File: src/serial_command_error_checker_defs.svh
// constants for the serial command error checker
// assumes ASCII bytes from a receiver already on ref_clk
`ifndef SERIAL_COMMAND_ERROR_CHECKER_DEFS_SVH
`define SERIAL_COMMAND_ERROR_CHECKER_DEFS_SVH

// ****************************************************************
// error codes
// ****************************************************************
`define ERR_CORE     16'h0001
`define ERR_DATA     16'h0011
`define ERR_CMD      16'h0021
`define ERR_CTYPE    16'h0031
`define ERR_AREA     16'h1132
`define ERR_SIZE     16'h1232
`define ERR_ADDR     16'h2232
`define ERR_DTYPE    16'h2432
`define ERR_PREFIX   16'h7132
`define ERR_MON_EXE  16'h0190
`define ERR_MON_REG  16'h0290
`define ERR_LINE     16'h6010
`define ERR_SYNTAX   16'h6030
`define ERR_LENGTH   16'h6040
`define ERR_BCC      16'h6050

// ****************************************************************
// characters
// ****************************************************************
`define CH_ENQ       8'h05
`define CH_EOT       8'h04
`define CH_PCT       8'h25
`define CH_S         8'h53
`define CH_B         8'h42
`define CASE_BIT     8'h20

// ****************************************************************
// limits and body positions
// ****************************************************************
`define MAX_FRAME    9'h100
`define MAX_BYTES    8'h80
`define MAX_WORDS    8'h40
`define MAX_MONREG   8'h09
`define AREA_LIMIT   16'h1000
`define POS_PREFIX   4'h0
`define POS_AREA     4'h1
`define POS_DTYPE    4'h2
`define POS_ADDR_LO  4'h3
`define POS_ADDR_HI  4'h6
`define POS_CNT_LO   4'h7
`define POS_CNT_HI   4'h8

`endif

File: src/char_class_if.sv
// carrier between the frame checker and its character classifier
// assumes one received byte presented per cycle
`timescale 1ns/1ps
`default_nettype none
interface char_class_if;
  logic [7:0] ch;
  logic       isHex;
  logic [3:0] hexVal;
  logic       isName;
  logic       isCmd;
  logic       isArea;
  logic       isType;
  logic       isByteType;
  modport classifier (input ch, output isHex, hexVal, isName, isCmd, isArea, isType, isByteType);
  modport user (output ch, input isHex, hexVal, isName, isCmd, isArea, isType, isByteType);
endinterface
`default_nettype wire

File: src/ascii_char_class.sv
// combinational ASCII classifier for command frame fields
// assumes the caller registers whatever it derives from these flags
`timescale 1ns/1ps
`default_nettype none
`include "serial_command_error_checker_defs.svh"
module ascii_char_class (
  char_class_if.classifier cc
);
  logic [7:0] low;

  // ****************************************************************
  // classification
  // ****************************************************************
  always_comb begin
    low       = cc.ch | `CASE_BIT;
    cc.isHex  = 1'b0;
    cc.hexVal = 4'h0;
    if (cc.ch >= 8'h30 && cc.ch <= 8'h39) begin
      cc.isHex  = 1'b1;
      cc.hexVal = cc.ch[3:0];
    end else if (cc.ch >= 8'h41 && cc.ch <= 8'h46) begin
      cc.isHex  = 1'b1;
      cc.hexVal = cc.ch[3:0] + 4'h9;
    end
    cc.isName = (cc.ch >= 8'h30 && cc.ch <= 8'h39) ||
                (low >= 8'h61 && low <= 8'h7a) ||
                cc.ch == `CH_PCT || cc.ch == 8'h5f || cc.ch == 8'h2e;
    cc.isCmd  = low == 8'h77 || low == 8'h72 || low == 8'h78 ||
                low == 8'h79 || low == 8'h73;
    cc.isArea = cc.ch == 8'h50 || cc.ch == 8'h4d || cc.ch == 8'h4c ||
                cc.ch == 8'h4b || cc.ch == 8'h54 || cc.ch == 8'h43 ||
                cc.ch == 8'h46 || cc.ch == 8'h44 || cc.ch == 8'h53;
    cc.isByteType = low == 8'h78;
    cc.isType = low == 8'h78 || low == 8'h77;
  end
endmodule
`default_nettype wire

File: src/flat_wrapper.sv
// flat-port wrapper written by rule: the top's interface ports become plain ports
module ascii_char_class_flat 
  (cc_ch, cc_isHex, cc_hexVal, cc_isName, cc_isCmd, cc_isArea, cc_isType, cc_isByteType);
  char_class_if cc_i ();
  input wire logic [$bits(cc_i.ch)-1:0] cc_ch;
  output wire logic [$bits(cc_i.isHex)-1:0] cc_isHex;
  output wire logic [$bits(cc_i.hexVal)-1:0] cc_hexVal;
  output wire logic [$bits(cc_i.isName)-1:0] cc_isName;
  output wire logic [$bits(cc_i.isCmd)-1:0] cc_isCmd;
  output wire logic [$bits(cc_i.isArea)-1:0] cc_isArea;
  output wire logic [$bits(cc_i.isType)-1:0] cc_isType;
  output wire logic [$bits(cc_i.isByteType)-1:0] cc_isByteType;
  assign cc_i.ch = cc_ch;
  assign cc_isHex = cc_i.isHex;
  assign cc_hexVal = cc_i.hexVal;
  assign cc_isName = cc_i.isName;
  assign cc_isCmd = cc_i.isCmd;
  assign cc_isArea = cc_i.isArea;
  assign cc_isType = cc_i.isType;
  assign cc_isByteType = cc_i.isByteType;
  ascii_char_class u_core (.cc(cc_i));
endmodule
File: config.mk
export PLATFORM = sky130hd
export DESIGN_NAME = ascii_char_class_flat
export DESIGN_NICKNAME = d
export VERILOG_FILES = /design/src/char_class_if.sv /design/src/ascii_char_class.sv /design/src/flat_wrapper.sv
export VERILOG_INCLUDE_DIRS = /design/src
export SDC_FILE = /design/constraint.sdc
export NUM_CORES = 1
export LEC_CHECK = 0
export BUFFER_PORTS_ARGS = -buffer_cell sky130_fd_sc_hd__clkbuf_2
export CAP_MARGIN = 15
export CORE_AREA = 2 2 39 41
export DETAILED_ROUTE_END_ITERATION = 10
export DIE_AREA = 0 0 41 43
export PLACE_DENSITY = 0.53
export SLEW_MARGIN = 15
export SYNTH_ARGS = -nofsm -noshare
export SYNTH_HDL_FRONTEND = slang
export SYNTH_SLANG_ARGS = --single-unit
File: constraint.sdc
create_clock -name vclk -period 1.3
set_input_delay 0.065 -clock vclk [all_inputs]
set_output_delay 0.065 -clock vclk [all_outputs]
set_load 0.005 [all_outputs]
==> results of run 1 <==
## metrics by stage
| step | instance area [um2] | TNS (ns) | setup slack [ns] |
|---|---|---|---|
| 6_report | 666.9 | -0.2900 | -0.1439 |
| 2_1_floorplan | 362.8 | 0 | 0.006175 |
| 5_1_grt | 666.9 | -0.7421 | -0.1859 |
| 3_3_place_gp | 563.0 | -0.6197 | -0.2113 |
| 3_5_place_dp | 563.0 | -0.8092 | -0.2431 |
| 4_1_cts | 636.9 | -0.3994 | -0.1730 |
## cells by family after synthesis
logic type	count (synthesis)	share of synthesized area [%]
AOI/OAI and AO/OA	17	30.42
adders and majority gates	4	13.99
buffers and inverters	8	8.392
muxes	1	2.797
and+or+nand+nor	29	44.41
## cells in the final DEF (no fill, tap or decap), types with 2 or more instances in the layout
cell,netlist,final
nand2_1,7,7
o21ai_1,0,2
nor2_1,7,7
clkbuf_2,0,15
buf_4,0,17
inv_8,0,2
ha_1,4,2
ha_4,0,2
nand3b_1,2,2
inv_1,6,4
a21oi_1,4,4
o21ai_0,4,2
a31oi_1,3,3
nand2b_1,5,5
## worst max path at each step
| stage | slack (ns) | end | cells after the start |
|---|---|---|---|
| floorplan | 0.006 | cc_isName | 5 |
| global placement | -0.21 | cc_isName | 7 |
| detailed placement | -0.24 | cc_isName | 7 |
| CTS | -0.17 | cc_isName | 7 |
| global route | -0.19 | cc_isName | 7 |
| finish | -0.14 | cc_isName | 6 |
## cell type report
| cell class | instances | area share [%] |
|---|---|---|
| Timing Repair Buffer | 35 | 36.40 |
| Tap cell | 16 | 3.002 |
| Inverter | 6 | 5.629 |
| Multi-Input combinational cell | 51 | 54.97 |
## worst max-delay path: stages
cell and delay (ns):
buf_12 0.11, ha_4 0.15, or4b_4 0.48, and2_4 0.15, a221o_1 0.30, clkbuf_2 0.11
## per-layer routing
layer  routed length, um  up-vias  track usage, %  share of wire [%]
met3                  52        0               0                4.5
met4                   0        0               0                  0
met2                 595       15           25.31                 51
met1                 516      232           20.25                 44
met5                   0        -               0                  0
li1                    -      280               -                  -
## Yosys cell counts (all sizes together), types with 2 or more instances
master  instances
a21oi           4
a31oi           3
clkbuf          2
ha              4
inv             6
nand2           7
nand2b          5
nand3b          2
nor2            7
o21ai           4
o22ai           2
## power groups by stage
stage	Sequential [mW]	Clock [mW]	Combinational, mW
after floorplan	0	0	0.0679
after global placement	0	0	0.139
after detailed placement	0	0	0.139
after CTS	0	0	0.160
after global routing	0	0	0.192
final	0	0	0.172
## what timing repair did
action / 4_1_cts / 5_1_grt
resized for setup: 13 / 8
setup endpoints to repair: 7 / 8
buffers inserted: 2 / 2
pin swaps: 2 / 2
==> flow_summary.toml, run 1 <==
[status]
status = "finished, violations left"
failed_checks = "setup timing"

[setup_path]
required_ns = 1.24
setup.worst_path.class = "input port to output pin"
critPathLaunchType = "input port"
cp-end-kind = "output pin"
worstPathArrival_ns = 1.38
cp_max_fo = 4
cp-startpoint = "cc_ch[0]"

[clocking]
hold_buffers = 0

[floorplan]
fp.dieW_um = 41
rows = 14
io_pins = 18
die-area_mm2 = 0.001763
core_area_mm2 = 0.001384
die_h_um = 43
initial_core_util_pct = 25.86

[timing]
timing.slew.headroom_pct = 77.77
slew_violations = 0
finalCritPeriodShare_pct = 111.1
rsz0062_at_grt = "yes"
hold_violations = 0
max_slew.worst_pin.slew_ns = 0.3326
setup_violations = 6
min_period_ns = 1.444
timing.final.ws_setup_ns = -0.1439
hold_slack_ns = 0.4145
max_freq_ghz = 0.6926

[job]
max-cap-violations = 0

[logic_synthesis]
avgSynthCellArea_um2 = 6.065
synth_cells = 59
synth_area_um2 = 357.8
yosys.area.top_type = "ha_1"
ys_top_cells_by_area = "ha_1 (14%), nand2b_1 (8.7%), nand2_1 (7.3%), nor2_1 (7.3%), inv_1 (6.3%)"
syn_nets = 71
yosysSeqAreaShare_pct = 0
ys_types = 24
yosysTopAreaCellShare_pct = 13.99
ys_warn_count = 0

[final_layout]
drive_gt1_share_pct = 46.74
insertedDiodeCount = 0
seq_cells = 0
fin_cells = 108
multi_input_area_um2 = 366.6
fill_cells = 148
areaGrowthSynthToFinish_pct = 86.36
nClkBuffers = 0
num-nets-final = 106
utilization_pct = 48.19
seq_area_um2 = 0

[global_route]
overflow = 0
grt_pass1_wl_um = 1897
grt_pass1_vias = 449
grt_util_all_layers_pct = 14.49
grt_max_degree = 14
antenna_found_initial = 0

[route]
drt_wl_total_um = 1165
route.detailed.wl_per_inst_um = 10.79
route.vias.total = 527
route.detailed.drc = 0
first_pass_iters = 4
drt_iter0_markers = 3
ant_nets = 0
via_per_inst = 4.880

[hold_path]
hp-class = "input port to output pin"
holdPathEnd = "cc_isArea"
hold_depth = 3
holdCritStartpoint = "cc_ch[7]"

[power]
powerDensity_mw_per_mm2 = 257.5
netSwitchingPower_uw = 80.43
power.clock.fraction_pct = 0
p_leak_nw = 0.3312
p_comb_share_pct = 100.0
switching_share_pct = 46.84
vdd_drop_max_mv = 0.1255
power_frac_seq_pct = 0
p_int_uw = 91.28
total_power_uw = 171.7

[place]
gp_congestion = 0.7943
hpwl_um = 887.7
dp.cells = 104
io_buffers = 18
(Power assumes the default switching activity.)
==> run 2: changes to the inputs <==
--- a/config.mk
+++ b/config.mk
@@ -6,12 +6,12 @@
 export SDC_FILE = /design/constraint.sdc
 export NUM_CORES = 1
 export LEC_CHECK = 0
-export BUFFER_PORTS_ARGS = -buffer_cell sky130_fd_sc_hd__clkbuf_2
 export CAP_MARGIN = 15
 export CORE_AREA = 2 2 39 41
 export DETAILED_ROUTE_END_ITERATION = 10
 export DIE_AREA = 0 0 41 43
-export PLACE_DENSITY = 0.53
+export DONT_BUFFER_PORTS = 1
+export PLACE_DENSITY = 0.41
 export SLEW_MARGIN = 15
 export SYNTH_ARGS = -nofsm -noshare
 export SYNTH_HDL_FRONTEND = slang
==> flow_summary.toml, run 2 (synthesized netlist as in run 1, its figures left out) <==
[status]
status = "finished clean"

[setup_path]
cp_max_fo = 6
max_stage_delay_ns = 0.47
cp-end-kind = "output pin"
cpMaxStageDelayCell = "or4b_4"
crit_family = "simple AND/OR/NAND/NOR gates"
worstPathArrival_ns = 1.19
required_ns = 1.24
setup.worst_path.class = "input port to output pin"
worstPathCellList = "inv_4 -> ha_4 -> or4b_4 -> and2_4 -> a221o_1"
critPathBufInv = 1
critPathLaunchType = "input port"

[hold_path]
holdPathEnd = "cc_isArea"
hold_depth = 1
holdCritStartpoint = "cc_ch[7]"
hp-class = "input port to output pin"

[floorplan]
io_pins = 18
fp.dieW_um = 41
die_h_um = 43
die-area_mm2 = 0.001763
rows = 14
initial_core_util_pct = 25.86
core_area_mm2 = 0.001384

[final_layout]
seq_area_um2 = 0
drive_gt1_share_pct = 21.54
num-nets-final = 79
multi_input_area_um2 = 352.8
fill_cells = 172
final_common_cell = "buf_4"
insertedDiodeCount = 0
mostFrequentLayoutCells = "buf_4 (8), nor2_1 (7), nand2_1 (7), nand2b_1 (5)"
seq_cells = 0
areaGrowthSynthToFinish_pct = 28.67
nClkBuffers = 0

[timing]
setup_violations = 0
finalCritPeriodShare_pct = 96.59
rsz0062_at_grt = "no"
max_freq_ghz = 0.7964
hold_violations = 0
setup_tns_ns = 0
slew_violations = 0
timing.slew.headroom_pct = 61.05
max_slew.worst_pin.slew_ns = 0.5695
min_period_ns = 1.256

[place]
hpwl_um = 825.3
gp_congestion = 0.7412
io_buffers = 0

[global_route]
grt_util_all_layers_pct = 13.39
antenna_found_initial = 0
grt_max_degree = 15
grt_pass1_vias = 411
grt_pass1_wl_um = 1704
overflow = 0

[power]
power_frac_seq_pct = 0
p_leak_nw = 0.1931
netSwitchingPower_uw = 45.19
power.clock.fraction_pct = 0
powerDensity_mw_per_mm2 = 208.1
total_power_uw = 95.82
switching_share_pct = 47.16
vdd_drop_max_mv = 0.08746
p_int_uw = 50.63
p_comb_share_pct = 100.0

[route]
first_pass_iters = 3
via_per_inst = 5.370
route.vias.total = 435
drt_iter0_markers = 4
ant_nets = 0
route.detailed.drc = 0
drt_wl_total_um = 1042
route.detailed.wl_per_inst_um = 12.86

[job]
max-cap-violations = 0
==> run 2: cell count changes in the layout (fill, tap and decap cells not counted), sizes merged <==
cell / before / now
buf: 20 / 8
clkbuf: 15 / 0
==> run 2: layout make-up <==
class	instances	share of cell area, %
tap	16	4.348
timing repair buffer	8	13.04
multi-input combinational	51	76.63
inverter	6	5.978
==> run 2: through the flow <==
stage,setup WS (ns),std cells,utilization (%),hold slack (ns),area [um2]
6_report,0.04429,81,33.27,0.1882,460.4
5_1_grt,0.001532,81,33.27,0.1921,460.4
4_1_cts,0.009937,81,33.09,0.1892,457.9
3_5_place_dp,-0.01401,79,30.38,0.1892,420.4
3_3_place_gp,-0.009714,79,30.38,0.1867,420.4
2_1_floorplan,0.006175,59,-,0.1795,362.8
==> run 2: power groups by stage <==
| stage | sequential (mW) | combinational [mW] | clock [mW] |
|---|---|---|---|
| floorplan | 0 | 0.0679 | 0 |
| global placement | 0 | 0.0875 | 0 |
| detailed placement | 0 | 0.0849 | 0 |
| CTS | 0 | 0.0943 | 0 |
| global route | 0 | 0.108 | 0 |
| finish | 0 | 0.0958 | 0 |
==> run 2: how the worst max path moves through the flow <==
stage              from   endpoint  slack, ns  cells after the start
6_report       cc_ch[1]  cc_isName       0.04                      5
2_1_floorplan  cc_ch[0]  cc_isName      0.006                      5
4_1_cts        cc_ch[1]  cc_isName       0.01                      5
3_3_place_gp   cc_ch[0]  cc_isName      -0.01                      5
5_1_grt        cc_ch[1]  cc_isName      0.002                      6
3_5_place_dp   cc_ch[0]  cc_isName      -0.01                      5
==> run 2: metal layers <==
layer,part of all wire (%),track usage [%]
met3,5.0,1.047
met2,53,23.75
met1,42,17.72
met4,0,0
met5,0,0
==> run 2: repair_timing <==
item                       in CTS  in global routing
gates resized for setup         4                  1
pin swaps                       1                  2
setup endpoints to repair       1                  1
hold buffers                    0                  0
buffers inserted                2                  0
